===== src/mcr_pkg.sv =====
// Constants, types and shared decode for the message interrupt capability.
// Assumes a single user clock; byte offsets are config-space addresses.
package mcr_pkg;
   localparam int CFG_AW = 12;
   localparam logic [CFG_AW-1:0] OFS_CTRL = 12'h050;
   localparam logic [CFG_AW-1:0] OFS_ADDR_LO = 12'h054;
   localparam logic [CFG_AW-1:0] OFS_ADDR_HI = 12'h058;
   localparam logic [CFG_AW-1:0] OFS_DATA_32 = 12'h058;
   localparam logic [CFG_AW-1:0] OFS_DATA_64 = 12'h05c;
   localparam logic [CFG_AW-1:0] OFS_MASK_32 = 12'h05c;
   localparam logic [CFG_AW-1:0] OFS_MASK_64 = 12'h060;
   localparam logic [CFG_AW-1:0] OFS_PEND_32 = 12'h060;
   localparam logic [CFG_AW-1:0] OFS_PEND_64 = 12'h064;
   localparam logic [7:0] CAP_ID_MSI = 8'h05;
   localparam logic [7:0] NEXT_PTR_EXT = 8'h68;
   localparam logic [7:0] NEXT_PTR_PM = 8'h78;
   localparam int CTRL_PVM_BIT = 24;
   localparam int CTRL_A64_BIT = 23;
   localparam int CTRL_MME_LSB = 20;
   localparam int CTRL_MMC_LSB = 17;
   localparam int CTRL_EN_BIT = 16;
   localparam int CTRL_NXT_LSB = 8;
   localparam int CTRL_EN_BYTE = 2;
   localparam int ALIGN_BITS = 2;
   localparam int DATA_W = 16;
   localparam int MAX_VEC = 32;
   localparam int VEC_W = 5;
   localparam logic [2:0] CODE_MAX = 3'h5;
   localparam logic [31:0] RST_WORD = 32'h0000_0000;

   typedef enum logic [2:0] {
      SEL_NONE = 3'b000,
      SEL_CTRL = 3'b001,
      SEL_ADLO = 3'b010,
      SEL_ADHI = 3'b011,
      SEL_DATA = 3'b100,
      SEL_MASK = 3'b101,
      SEL_PEND = 3'b110
   } mcr_sel_e;

   typedef struct packed {
      logic wr;
      logic rd;
      logic [CFG_AW-1:0] addr;
      logic [31:0] wdata;
      logic [3:0] be;
   } mcr_cfg_s;

   typedef struct packed {
      logic [63:0] addr;
      logic [31:0] data;
   } mcr_mwr_s;

   // Bits covered by a power-of-two vector count code
   function automatic logic [31:0] mcr_vec_mask(input logic [2:0] code);
      logic [31:0] m;
      m = 32'h0000_0000;
      unique case (code)
         3'h0: m = 32'h0000_0001;
         3'h1: m = 32'h0000_0003;
         3'h2: m = 32'h0000_000f;
         3'h3: m = 32'h0000_00ff;
         3'h4: m = 32'h0000_ffff;
         default: m = 32'hffff_ffff;
      endcase
      return m;
   endfunction
endpackage


===== src/mcr_pend.sv =====
// Pending flag array, one flag per vector.
// Assumes set and clear come from logic on the same clock.
module mcr_pend
   import mcr_pkg::*;
#(
   parameter int NVEC = MAX_VEC
) (
   input wire logic clk_i,
   input wire logic rst_ni,
   input wire logic [NVEC-1:0] set_i,
   input wire logic [NVEC-1:0] clr_i,
   output logic [NVEC-1:0] pend_o
);
   if (NVEC < 1 || NVEC > MAX_VEC) begin : g_chk
      $error("NVEC out of range");
   end

   for (genvar i = 0; i < NVEC; i++) begin : g_flag
      // A set in the clearing cycle wins
      always_ff @(posedge clk_i) begin
         if (!rst_ni) begin
            pend_o[i] <= 1'b0;
         end else begin
            pend_o[i] <= set_i[i] | (pend_o[i] & ~clr_i[i]); // RULE19
         end
      end
   end
endmodule


===== src/mcr_compose.sv =====
// Builds the interrupt payload from the data base value and vector number.
// Purely combinational; the caller registers the result.
module mcr_compose
   import mcr_pkg::*;
(
   input wire logic [DATA_W-1:0] base_i,
   input wire logic [2:0] code_i,
   input wire logic [VEC_W-1:0] vec_i,
   output logic [31:0] data_o
);
   logic [31:0] sub;
   logic [31:0] base_ext;

   assign base_ext = {{(32-DATA_W){1'b0}}, base_i};
   // Single vector gives an all-zero substitution field
   assign sub = (32'h0000_0001 << code_i) - 32'h0000_0001;
   assign data_o = (base_ext & ~sub) |
                   ({{(32-VEC_W){1'b0}}, vec_i} & sub); // RULE15
endmodule


===== src/mcr_regs.sv =====
// Message signalled interrupt capability registers and interrupt issuer.
// Assumes config accesses and interrupt requests arrive on REF_CLK_I.
// Notes on behaviour
// RULE1 - Control bit 24 always reads one: per-vector masking is supported.
// RULE2 - Control bit 23 is a build-time flag for 64-bit address support.
// RULE3 - Enabled vector count field, writable, reset zero, codes 0..5 mean 1..32.
// RULE4 - Software must not enable more vectors than advertised as capable.
// RULE5 - Capable vector count field is read-only, fixed at build time.
// RULE6 - Global enable bit, reset zero; no interrupt is produced while clear.
// RULE7 - Next pointer reads the following capability offset, 0x68 or 0x78.
// RULE8 - Low byte of the control word reads capability identifier 0x05.
// RULE9 - Lower address bits 1:0 read zero, keeping word alignment.
// RULE10 - Lower address bits 31:2 are writable and reset to zero.
// RULE11 - With 64-bit support, upper and lower words form the write address.
// RULE12 - Without 64-bit support the upper address word reads zero.
// RULE13 - Data word offset depends on 64-bit support.
// RULE14 - Data base is 16 writable bits, reset zero; upper half reads zero.
// RULE15 - Low log2(N) payload bits carry the vector number; one vector unchanged.
// RULE16 - Mask word offset depends on 64-bit support.
// RULE17 - Only implemented mask bits are writable; the others read zero.
// RULE18 - A set mask bit blocks the message of its vector.
// RULE19 - One pending flag per vector, readable after the mask word.
// RULE20 - Enabled unmasked request sends one write; masked ones stay pending.
module mcr_regs
   import mcr_pkg::*;
#(
   parameter bit ADDR64 = 1'b1,
   parameter logic [2:0] CAP_CODE = 3'h5,
   parameter bit HAS_EXT_CAP = 1'b1
) (
   input wire logic REF_CLK_I,
   input wire logic RESETN_I,
   input wire mcr_cfg_s CFG_REQ_I,
   output logic [31:0] CFG_RDATA_O,
   output logic CFG_RVALID_O,
   input wire logic APP_MSI_REQ_I,
   input wire logic [VEC_W-1:0] APP_MSI_NUM_I,
   output logic MWR_VALID_O,
   input wire logic MWR_READY_I,
   output mcr_mwr_s MWR_O,
   output logic MSI_ENABLE_O,
   output logic [MAX_VEC-1:0] MSI_PENDING_O
);
   if (CAP_CODE > CODE_MAX) begin : g_chk
      $error("CAP_CODE beyond 32 vectors");
   end

   typedef enum logic {
      ISS_IDLE = 1'b0,
      ISS_SEND = 1'b1
   } mcr_iss_e;

   localparam logic [7:0] NEXT_PTR = HAS_EXT_CAP ? NEXT_PTR_EXT : NEXT_PTR_PM;
   localparam logic [31:0] IMPL_MASK = mcr_vec_mask(CAP_CODE);

   // Register selection shared by the read and write paths
   function automatic mcr_sel_e reg_sel(input logic [CFG_AW-1:0] a);
      mcr_sel_e s;
      s = SEL_NONE;
      if (a == OFS_CTRL) begin
         s = SEL_CTRL;
      end else if (a == OFS_ADDR_LO) begin
         s = SEL_ADLO;
      end else if (ADDR64) begin
         if (a == OFS_ADDR_HI) begin
            s = SEL_ADHI;
         end else if (a == OFS_DATA_64) begin
            s = SEL_DATA; // RULE13
         end else if (a == OFS_MASK_64) begin
            s = SEL_MASK; // RULE16
         end else if (a == OFS_PEND_64) begin
            s = SEL_PEND; // RULE19
         end
      end else begin
         if (a == OFS_DATA_32) begin
            s = SEL_DATA; // RULE13
         end else if (a == OFS_MASK_32) begin
            s = SEL_MASK; // RULE16
         end else if (a == OFS_PEND_32) begin
            s = SEL_PEND; // RULE19
         end
      end
      return s;
   endfunction

   // Byte-enable merge of a write into a stored word
   function automatic logic [31:0] be_merge(input logic [31:0] old,
                                            input logic [31:0] nw,
                                            input logic [3:0] be);
      logic [31:0] r;
      r = old;
      for (int b = 0; b < 4; b++) begin
         if (be[b]) begin
            r[b*8 +: 8] = nw[b*8 +: 8];
         end
      end
      return r;
   endfunction

   mcr_sel_e wsel;
   mcr_sel_e rsel;
   mcr_sel_e rsel_q;
   logic [2:0] mme_q;
   logic en_q;
   logic [31:ALIGN_BITS] addr_lo_q;
   logic [31:0] addr_hi_q;
   logic [DATA_W-1:0] data_q;
   logic [31:0] mask_q;
   logic [31:0] ctrl_word;
   logic [31:0] lo_word;
   logic [31:0] merged;
   logic [31:0] data_mrg;
   logic [31:0] rdata_d;
   logic [31:0] rdata_q;
   logic rvalid_q;
   logic [31:0] pend;
   logic [31:0] pend_set;
   logic [31:0] pend_clr;
   logic [31:0] elig;
   logic pick_ok;
   logic [VEC_W-1:0] pick_idx;
   logic pick_masked;
   logic [31:0] composed;
   logic [63:0] full_addr;
   mcr_iss_e iss_q;
   logic [VEC_W-1:0] vec_q;
   mcr_mwr_s mwr_q;

   assign wsel = CFG_REQ_I.wr ? reg_sel(CFG_REQ_I.addr) : SEL_NONE;
   assign rsel = reg_sel(CFG_REQ_I.addr);

   // Control word fields
   always_comb begin
      ctrl_word = RST_WORD;
      ctrl_word[CTRL_PVM_BIT] = 1'b1; // RULE1
      ctrl_word[CTRL_A64_BIT] = ADDR64; // RULE2
      ctrl_word[CTRL_MME_LSB +: 3] = mme_q; // RULE3
      ctrl_word[CTRL_MMC_LSB +: 3] = CAP_CODE; // RULE5
      ctrl_word[CTRL_EN_BIT] = en_q; // RULE6
      ctrl_word[CTRL_NXT_LSB +: 8] = NEXT_PTR; // RULE7
      ctrl_word[7:0] = CAP_ID_MSI; // RULE8
   end

   assign lo_word = {addr_lo_q, {ALIGN_BITS{1'b0}}}; // RULE9

   // Vector count and global enable
   always_ff @(posedge REF_CLK_I) begin
      if (!RESETN_I) begin
         mme_q <= 3'h0;
         en_q <= 1'b0;
      end else if (wsel == SEL_CTRL && CFG_REQ_I.be[CTRL_EN_BYTE]) begin
         mme_q <= CFG_REQ_I.wdata[CTRL_MME_LSB +: 3]; // RULE3
         en_q <= CFG_REQ_I.wdata[CTRL_EN_BIT]; // RULE6
      end
   end

   assign merged = be_merge(lo_word, CFG_REQ_I.wdata, CFG_REQ_I.be);
   assign data_mrg = be_merge({{(32-DATA_W){1'b0}}, data_q},
                              CFG_REQ_I.wdata, CFG_REQ_I.be);

   // Message address words
   always_ff @(posedge REF_CLK_I) begin
      if (!RESETN_I) begin
         addr_lo_q <= '0;
      end else if (wsel == SEL_ADLO) begin
         addr_lo_q <= merged[31:ALIGN_BITS]; // RULE10
      end
   end

   always_ff @(posedge REF_CLK_I) begin
      if (!RESETN_I) begin
         addr_hi_q <= RST_WORD;
      end else if (wsel == SEL_ADHI) begin
         addr_hi_q <= be_merge(addr_hi_q, CFG_REQ_I.wdata,
                               CFG_REQ_I.be); // RULE11
      end
   end

   // Data base value
   always_ff @(posedge REF_CLK_I) begin
      if (!RESETN_I) begin
         data_q <= '0;
      end else if (wsel == SEL_DATA) begin
         data_q <= data_mrg[DATA_W-1:0]; // RULE14
      end
   end

   // Per-vector mask, only implemented bits stored
   always_ff @(posedge REF_CLK_I) begin
      if (!RESETN_I) begin
         mask_q <= RST_WORD;
      end else if (wsel == SEL_MASK) begin
         mask_q <= be_merge(mask_q, CFG_REQ_I.wdata,
                            CFG_REQ_I.be) & IMPL_MASK; // RULE17
      end
   end

   // Read path, answer one cycle after the request
   always_comb begin
      rdata_d = RST_WORD;
      unique case (rsel)
         SEL_CTRL: rdata_d = ctrl_word;
         SEL_ADLO: rdata_d = lo_word; // RULE9
         SEL_ADHI: rdata_d = addr_hi_q;
         SEL_DATA: rdata_d = {{(32-DATA_W){1'b0}}, data_q}; // RULE14
         SEL_MASK: rdata_d = mask_q & IMPL_MASK; // RULE17
         SEL_PEND: rdata_d = pend & IMPL_MASK; // RULE19
         default: rdata_d = RST_WORD; // RULE12
      endcase
   end

   always_ff @(posedge REF_CLK_I) begin
      if (!RESETN_I) begin
         rdata_q <= RST_WORD;
         rvalid_q <= 1'b0;
         rsel_q <= SEL_NONE;
      end else begin
         rvalid_q <= CFG_REQ_I.rd;
         rsel_q <= CFG_REQ_I.rd ? rsel : SEL_NONE;
         if (CFG_REQ_I.rd) begin
            rdata_q <= rdata_d;
         end
      end
   end

   assign CFG_RDATA_O = rdata_q;
   assign CFG_RVALID_O = rvalid_q;

   // Requests for unimplemented vectors are dropped
   always_comb begin
      pend_set = RST_WORD;
      if (APP_MSI_REQ_I) begin
         pend_set[APP_MSI_NUM_I] = 1'b1;
      end
      pend_set = pend_set & IMPL_MASK;
   end

   always_comb begin
      pend_clr = RST_WORD;
      if (iss_q == ISS_SEND && MWR_READY_I) begin
         pend_clr[vec_q] = 1'b1;
      end
   end

   mcr_pend #(
      .NVEC(MAX_VEC)
   ) u_pend (
      .clk_i(REF_CLK_I),
      .rst_ni(RESETN_I),
      .set_i(pend_set),
      .clr_i(pend_clr),
      .pend_o(pend)
   );

   // Lowest eligible vector; masked or in-flight ones are skipped
   assign elig = pend & ~mask_q & IMPL_MASK &
                 ~((iss_q == ISS_SEND) ? pend_clr : RST_WORD); // RULE18
   always_comb begin
      pick_ok = 1'b0;
      pick_idx = '0;
      for (int i = MAX_VEC - 1; i >= 0; i--) begin
         if (elig[i]) begin
            pick_ok = 1'b1;
            pick_idx = VEC_W'(i);
         end
      end
   end
   assign pick_masked = mask_q[pick_idx];

   mcr_compose u_compose (
      .base_i(data_q),
      .code_i(mme_q),
      .vec_i(pick_idx),
      .data_o(composed)
   );

   assign full_addr = {ADDR64 ? addr_hi_q : RST_WORD, lo_word}; // RULE11

   // Issuer: one memory write per serviced pending flag
   always_ff @(posedge REF_CLK_I) begin
      if (!RESETN_I) begin
         iss_q <= ISS_IDLE;
         vec_q <= '0;
         mwr_q <= '0;
      end else begin
         unique case (iss_q)
            ISS_IDLE: begin
               if (en_q && pick_ok) begin // RULE6
                  iss_q <= ISS_SEND; // RULE20
                  vec_q <= pick_idx;
                  mwr_q.addr <= full_addr;
                  mwr_q.data <= composed; // RULE15
               end
            end
            ISS_SEND: begin
               if (MWR_READY_I) begin
                  iss_q <= ISS_IDLE;
               end
            end
         endcase
      end
   end

   assign MWR_VALID_O = (iss_q == ISS_SEND);
   assign MWR_O = mwr_q;
   assign MSI_ENABLE_O = en_q;
   assign MSI_PENDING_O = pend;
endmodule


===== config.mk =====
export PLATFORM = sky130hd
export DESIGN_NAME = mcr_regs
export DESIGN_NICKNAME = d
export VERILOG_FILES = /design/src/mcr_pkg.sv /design/src/mcr_pend.sv /design/src/mcr_compose.sv /design/src/mcr_regs.sv
export SDC_FILE = /design/constraint.sdc
export NUM_CORES = 1
export LEC_CHECK = 0
export BUFFER_PORTS_ARGS = -buffer_cell sky130_fd_sc_hd__buf_2
export CORE_MARGIN = 5
export CORE_UTILIZATION = 50
export CTS_CLUSTER_DIAMETER = 200
export DETAILED_ROUTE_END_ITERATION = 6
export PLACE_DENSITY = 0.76
export SLEW_MARGIN = 30
export SYNTH_ARGS = -nofsm -noshare
export SYNTH_HDL_FRONTEND = slang
export SYNTH_SLANG_ARGS = --single-unit

===== constraint.sdc =====
create_clock -name REF_CLK_I -period 2.46 [get_ports REF_CLK_I]
set_input_delay 0.246 -clock REF_CLK_I [delete_from_list [all_inputs] [get_ports REF_CLK_I]]
set_output_delay 0.246 -clock REF_CLK_I [all_outputs]
set_load 0.02 [all_outputs]

==> flow_metrics.env, run 1 <==
export IMPL_p_total_mw=9.54
export IMPL_drc_errors=17
export IMPL_syn_avg_cell_area_um2=8.53
export IMPL_synth_edf_count=0
export IMPL_clk_pin_slew_worst_paths_ps=70
export IMPL_power_internal_mw=7.36
export IMPL_synth_top_area_share_pct=44.2
export IMPL_wirelength_um=45100
export IMPL_synth_area_top_cells="dfxtp_1 (44%), nand2_1 (9.9%), mux2i_1 (6.6%)"
export IMPL_netlist_instances=1398
export IMPL_busiest_layer="met2"
export IMPL_p_sw_share_pct=22.8
export IMPL_drv_slew=0
export IMPL_worst_pin_slew_ps=953
export IMPL_cts_max_level=1
export IMPL_num_rows=56
export IMPL_cts_sinks=263
export IMPL_finalSetupViolCount=84
export IMPL_die_w_um=164
export IMPL_cts_tree="yes"
export IMPL_drive_gt1_share_pct=35.2
export IMPL_grt_use_total_pct=30.0
export IMPL_dp_hpwl_um=28900
export IMPL_combPwrFrac_pct=6.4
export IMPL_grt_max_degree=140
export IMPL_dpl_worst_slack_ps=-267
export IMPL_required_ps=2930
export IMPL_hold_violations=0
export IMPL_antenna_found_initial=1
export IMPL_status="complete, but fails checks"
export IMPL_period_share_pct=115
export IMPL_design_area_mm2=0.0169
export IMPL_synth_ff_type="dfxtp_1"
export IMPL_p_leak_nw=6.68
export IMPL_start_util_pct=50.8
export IMPL_worstHoldPathType="in2reg"
export IMPL_final_setup_worst_slack_ps=-363
export IMPL_ys_seq_elements=263
export IMPL_yosysUniqueCellTypes=62
export IMPL_cts_root_buf="clkbuf_16"
export IMPL_met1_usage_pct=40.6
export IMPL_use_met2_pct=49.8
export IMPL_critPathLaunchType="register"
export IMPL_fin_crit_ps=2820
export IMPL_syn_area_mm2=0.0119
export IMPL_first_pass_iters=7
export IMPL_die_h_um=164
export IMPL_cp_max_fo=8
export IMPL_grt_pass1_wl_um=64300
export IMPL_placed_area_mm2=0.0142
export IMPL_initialDrtViolationCount=1599
export IMPL_nets=1808
export IMPL_yosys_area_top_type="dfxtp_1"
export IMPL_syn_to_final_growth_pct=41.7
export IMPL_violations="design-rule violations, negative setup slack"
export IMPL_vias=12300
export IMPL_timing_reg2reg_setup_slack_ps=-360
export IMPL_max_freq_mhz=354
export IMPL_antenna_cells=0
export IMPL_io_pins=222
export IMPL_power_frac_seq_pct=45.0
export IMPL_ys_async_sr_fraction_pct=0
export IMPL_grt_use_met3_pct=4.14
export IMPL_yosysSeqAreaShare_pct=44.2
export IMPL_grt_overflow_total=0
export IMPL_cp_arrival_ps=3290
export IMPL_viasPerCell=5.89
export IMPL_vdd_drop_max_mv=0.663
export IMPL_fin_worst_skew_ps=16.6
export IMPL_crit_type="reg2reg"
export IMPL_powerDensity_mw_per_mm2=565
export IMPL_clkPwrFrac_pct=48.6
export IMPL_gp_congestion=0.938
export IMPL_yosysWarningCount=0
export IMPL_cts_made_buffers=27
export IMPL_cap_violations=0
export IMPL_grt_pass1_vias=11600
export IMPL_postRouteAntennaNets=0
export IMPL_avgRoutedWirePerCell_um=21.6
export IMPL_core_area_mm2=0.0235
export IMPL_insertion_delay_ps=550
export IMPL_n_fill_cell=1727
export IMPL_port_buffers=203
export IMPL_cts_buffer_depth=3
export IMPL_slew_headroom_pct=36.0
export IMPL_post_route_util_pct=72.0
export IMPL_worstSetupEndpointType="register"
export IMPL_switching_power_mw=2.18
export IMPL_rsz0062_at_grt="true"
export IMPL_die_area_mm2=0.0270
## critical path: stages, from the launching register on
cell and delay (ps):
dfxtp_4 360, buf_4 140, nand4b_1 250, buf_4 230, o21ai_1 210, o2111ai_2 210
nor4_4 420, buf_4 210, a21o_4 300, clkbuf_16 230, nand2_2 50, a21boi_1 110
## logic make-up (layout without fill, tap and decap cells)
kind of cell               Yosys count  in the layout  synth area share, %
AOI/OAI and AO/OA                  393            395                 22.2
adders and majority gates            1              1                0.105
buffers and inverters              117            468                 4.71
DFF                                263            263                 44.2
muxes                               79             79                 6.63
other                                1             18               0.0315
and+or+nand+nor                    544            544                 22.1
## synth_stat cells (all sizes together), types with 18 or more instances
cell type  count
clkbuf        64
a21oi         60
a222oi        18
nand2        313
o21ai         94
nand2b        19
nor2          20
a21boi       159
buf           49
mux2i         79
nor2b         94
dfxtp        263
## timing repair
action | CTS | global route
gates resized for setup | 62 | 184
pin swaps | 14 | 139
buffers inserted | 24 | 9
gates cloned | 8 | 11
endpoints found under the hold margin | 26 | 0
hold buffers | 20 | 0
setup endpoints to repair | 84 | 84
## power groups by stage
stage          Clock (mW)  Sequential (mW)  Combinational [mW]
2_1_floorplan           0             4.42               0.267
3_3_place_gp            0             4.39               0.500
3_5_place_dp            0             4.39               0.501
4_1_cts              4.63             4.29               0.567
5_1_grt              4.85             4.29               0.643
6_report             4.63             4.29               0.612
## metal layers
layer  vias up  part of all wire [%]
met5         -                     0
met4         0                   3.5
met3       128                   8.9
met2       662                    47
met1      5902                    41
li1       5595                     -
## worst paths after layout
kind,start,endpoint,depth (start not counted)
max,vec_q[1],MWR_O[82],11
min,CFG_REQ_I[28],mask_q[24],3
max reg2reg,vec_q[1],MWR_O[82],11
min reg2reg,MWR_O[50],MWR_O[50],2
## through the flow
step | setup TNS (ps) | instances | hold WS (ps)
after floorplan | 0 | 1415 | 391
after global placement | -17710 | 1969 | 436
after detailed placement | -23370 | 1969 | 441
after CTS | -10950 | 2069 | 1.75
after global routing | -32930 | 2087 | 19.1
final | -26070 | 2087 | 12.3
## flip-flops by register name, summed over array words and instances, names as in the netlist, 3 cells and up
| name | count |
|---|---|
| vec_q | 5 |
| addr_lo_q | 30 |
| mme_q | 3 |
| CFG_RDATA_O | 32 |
| MWR_O | 78 |
| data_q | 16 |
| u_pend.pend_o | 32 |
| mask_q | 32 |
| addr_hi_q | 32 |
## placed cells by master (no fill, tap or decap), types with 7 or more instances in the layout
| cell | Yosys | layout |
|---|---|---|
| o21ai_1 | 6 | 11 |
| buf_12 | 0 | 21 |
| a21boi_0 | 85 | 84 |
| nor2b_1 | 94 | 94 |
| nand2_2 | 0 | 55 |
| mux2i_1 | 79 | 79 |
| o211ai_1 | 7 | 7 |
| o21ai_0 | 88 | 74 |
| nand3_1 | 17 | 15 |
| a222oi_1 | 18 | 18 |
| dlygate4sd3_1 | 0 | 20 |
| a221oi_1 | 15 | 15 |
| a21oi_1 | 60 | 51 |
| a21boi_2 | 0 | 37 |
| a21oi_2 | 0 | 7 |
| nand2_4 | 0 | 33 |
| buf_2 | 20 | 202 |
| dfxtp_1 | 263 | 257 |
| nor3b_1 | 7 | 7 |
| conb_1 | 1 | 18 |
| buf_4 | 26 | 141 |
| buf_6 | 0 | 19 |
| and3_1 | 17 | 17 |
| nor2_1 | 20 | 17 |
| nand2_1 | 313 | 225 |
| a21boi_1 | 74 | 38 |
| clkbuf_16 | 0 | 35 |
| nand2b_1 | 19 | 19 |
## area by class of cell
class | instances | area, um^2 | share of cell area (%)
multi-input cells | 1037 | 6980 | 41.3
flip-flops and latches | 263 | 5290 | 31.3
repair buffers | 415 | 3210 | 19.0
clock buffers | 34 | 762 | 4.51
well taps | 319 | 399 | 2.36
clock inverters | 15 | 239 | 1.41
inverters | 4 | 15.0 | 0.0889
(Power assumes the default switching activity.)
==> run 2, diff against run 1 <==
- CELL_PAD_IN_SITES_DETAIL_PLACEMENT: not set -> 0
- CELL_PAD_IN_SITES_GLOBAL_PLACEMENT: not set -> 2
- CORE_UTILIZATION: 50 -> 30
- PLACE_DENSITY: 0.76 -> not set
- PLACE_DENSITY_LB_ADDON: not set -> 0.1
==> run 2 against run 1 <==
Effect of this change:
- the run ends with negative setup slack left
- first-iteration DRC count down 55%
- critical path depth shrank 4
- sequential cell count stayed put
- clock power is 4% lower
- routed wire length increased by 5.8%
- global-route usage fell by 9.3 points
- via count is 7.7% lower
- sequential share of layout area is 0.81 points higher
- power shrank 2.0%
- combinational power shrank 0.8%
- count of clock-buffer cells in the layout grew 15
- largest cell class unchanged
- highest routed layer unchanged
==> flow_metrics.env, run 2 (same netlist as run 1, synthesis figures left out) <==
export IMPL_status="complete, but fails checks"
export IMPL_violations="negative setup slack"
export IMPL_start_util_pct=30.1
export IMPL_drv_slew=0
export IMPL_dp_hpwl_um=34400
export IMPL_antenna_found_initial=2
export IMPL_p_leak_nw=6.52
export IMPL_required_ps=2950
export IMPL_first_pass_iters=5
export IMPL_slew_headroom_pct=53.7
export IMPL_p_total_mw=9.34
export IMPL_cts_tree="yes"
export IMPL_design_area_mm2=0.0165
export IMPL_core_area_mm2=0.0395
export IMPL_combPwrFrac_pct=6.5
export IMPL_insertion_delay_ps=570
export IMPL_fin_worst_skew_ps=12.6
export IMPL_hp_start="MWR_READY_I"
export IMPL_dp_cells=2199
export IMPL_cap_violations=0
export IMPL_vias=11300
export IMPL_critPathLaunchType="register"
export IMPL_io_pins=222
export IMPL_r2r_end="vec_q[4]"
export IMPL_grt_use_total_pct=20.7
export IMPL_worstSetupEndpointType="register"
export IMPL_power_internal_mw=7.11
export IMPL_clkPwrFrac_pct=47.6
export IMPL_rr_worst_depth=7
export IMPL_drive_gt1_share_pct=27.6
export IMPL_whs_ps=87.1
export IMPL_cts_buffer_depth=3
export IMPL_clk_pin_slew_worst_paths_ps=60
export IMPL_largest_register_ffs=78
export IMPL_holdPathStages=3
export IMPL_grt_max_degree=127
export IMPL_initialDrtViolationCount=717
export IMPL_post_route_util_pct=41.7
export IMPL_final_setup_worst_slack_ps=-147
export IMPL_power_frac_seq_pct=45.9
export IMPL_max_freq_mhz=384
export IMPL_cpMostUsedCell="or4_4"
export IMPL_regArea_mm2=0.00529
export IMPL_die_w_um=209
export IMPL_vdd_drop_max_mv=0.421
export IMPL_path_cells="and4_4 -> buf_4 -> a21oi_2 -> or4_4 -> or4_4 -> or3_4 -> a21boi_2"
export IMPL_die_area_mm2=0.0438
export IMPL_p_sw_share_pct=24.0
export IMPL_worstHoldPathType="in2reg"
export IMPL_cts_sinks=263
export IMPL_cp_startpoint="MWR_VALID_O"
export IMPL_cp_arrival_ps=3100
export IMPL_cts_root_buf="clkbuf_16"
export IMPL_crit_path_top_delay_cell="or4_4"
export IMPL_layout_cells_most_common_list="nand2_1 (312), dfxtp_1 (257), buf_2 (202), buf_4 (149), nor2b_1 (94)"
export IMPL_nets=1821
export IMPL_critPathMaxStageDelay_ps=570
export IMPL_grt_pass1_vias=11400
export IMPL_finalSetupViolCount=84
export IMPL_final_common_cell="nand2_1"
export IMPL_final_cells=2312
export IMPL_period_share_pct=106
export IMPL_worstReg2RegStart="MWR_VALID_O"
export IMPL_postRouteAntennaNets=0
export IMPL_crit_type="reg2reg"
export IMPL_syn_to_final_growth_pct=38.2
export IMPL_timing_reg2reg_setup_slack_ps=-150
export IMPL_hold_violations=0
export IMPL_port_buffers=203
export IMPL_rsz0062_at_grt="true"
export IMPL_powerDensity_mw_per_mm2=567
export IMPL_multiInputGateArea_mm2=0.00639
export IMPL_viasPerCell=4.90
export IMPL_grt_pass1_wl_um=71000
export IMPL_switching_power_mw=2.24
export IMPL_num_rows=73
export IMPL_dpl_worst_slack_ps=-409
export IMPL_critPathBufInv=1
export IMPL_worst_pin_slew_ps=694
export IMPL_grt_overflow_total=0
export IMPL_tns_ps=-5800
export IMPL_path_delay_family="simple AND/OR/NAND/NOR gates"
export IMPL_placed_area_mm2=0.0147
export IMPL_n_fill_cell=4118
export IMPL_gp_congestion=0.900
export IMPL_worstHoldEndpoint="MWR_VALID_O"
export IMPL_cts_max_level=1
export IMPL_wirelength_um=47700
export IMPL_avgRoutedWirePerCell_um=20.6
export IMPL_cp_max_fo=10
export IMPL_cts_made_buffers=31
export IMPL_die_h_um=209
export IMPL_drc_errors=0
export IMPL_fin_crit_ps=2610
==> run 2: cell count changes in the layout (fill, tap and decap cells not counted), sizes merged <==
cell	previous run	this run
a21o	2	1
inv	7	6
clkbuf	42	51
buf	387	385
bufinv	6	0
clkinv	4	7
dlygate4sd3	20	38
clkinvlp	2	0
diode	0	1
==> run 2: worst max-delay path by stage <==
| stage | slack [ps] | end | cells after the start |
|---|---|---|---|
| 2_1_floorplan | 1 | MWR_O[3] | 10 |
| 3_3_place_gp | -390 | vec_q[4] | 9 |
| 3_5_place_dp | -410 | vec_q[4] | 9 |
| 4_1_cts | -160 | MWR_O[93] | 11 |
| 5_1_grt | -210 | MWR_O[68] | 10 |
| 6_report | -150 | vec_q[4] | 7 |
==> run 2: power by group through the flow <==
| stage | clock network [mW] | logic [mW] | registers, mW |
|---|---|---|---|
| CTS | 4.58 | 0.603 | 4.30 |
| global route | 4.75 | 0.649 | 4.29 |
| floorplan | 0 | 0.267 | 4.42 |
| global placement | 0 | 0.533 | 4.39 |
| detailed placement | 0 | 0.533 | 4.39 |
| finish | 4.44 | 0.607 | 4.29 |
==> run 2: layout make-up <==
class,count,share of cell area (%)
antenna,1,0.0152
sequential,263,32.1
clock buffer,49,5.61
inverter,4,0.0911
multi-input combinational,1036,38.8
timing repair buffer,425,19.1
clock inverter,9,0.342
tap,525,3.99
==> run 2: metal layers <==
metal	vias up	global-route usage, %	part of all wire (%)
met5	-	0	0
met2	260	33.9	46
met3	48	2.86	4.6
met4	0	4.43	1.8
met1	5415	29.2	48
li1	5614	-	-
==> run 2: worst min-delay path, cell delays in order <==
cell and delay (ps):
buf_2 180, nand2b_1 120, a21boi_0 70
==> run 2: what timing repair did <==
item / CTS / global route
hold buffers: 38 / 0
pin swaps: 5 / 10
buffers inserted: 11 / 1
endpoints found under the setup margin: 84 / 89
hold endpoints to repair: 112 / 0
gates resized for setup: 29 / 39
cloned: 3 / 3
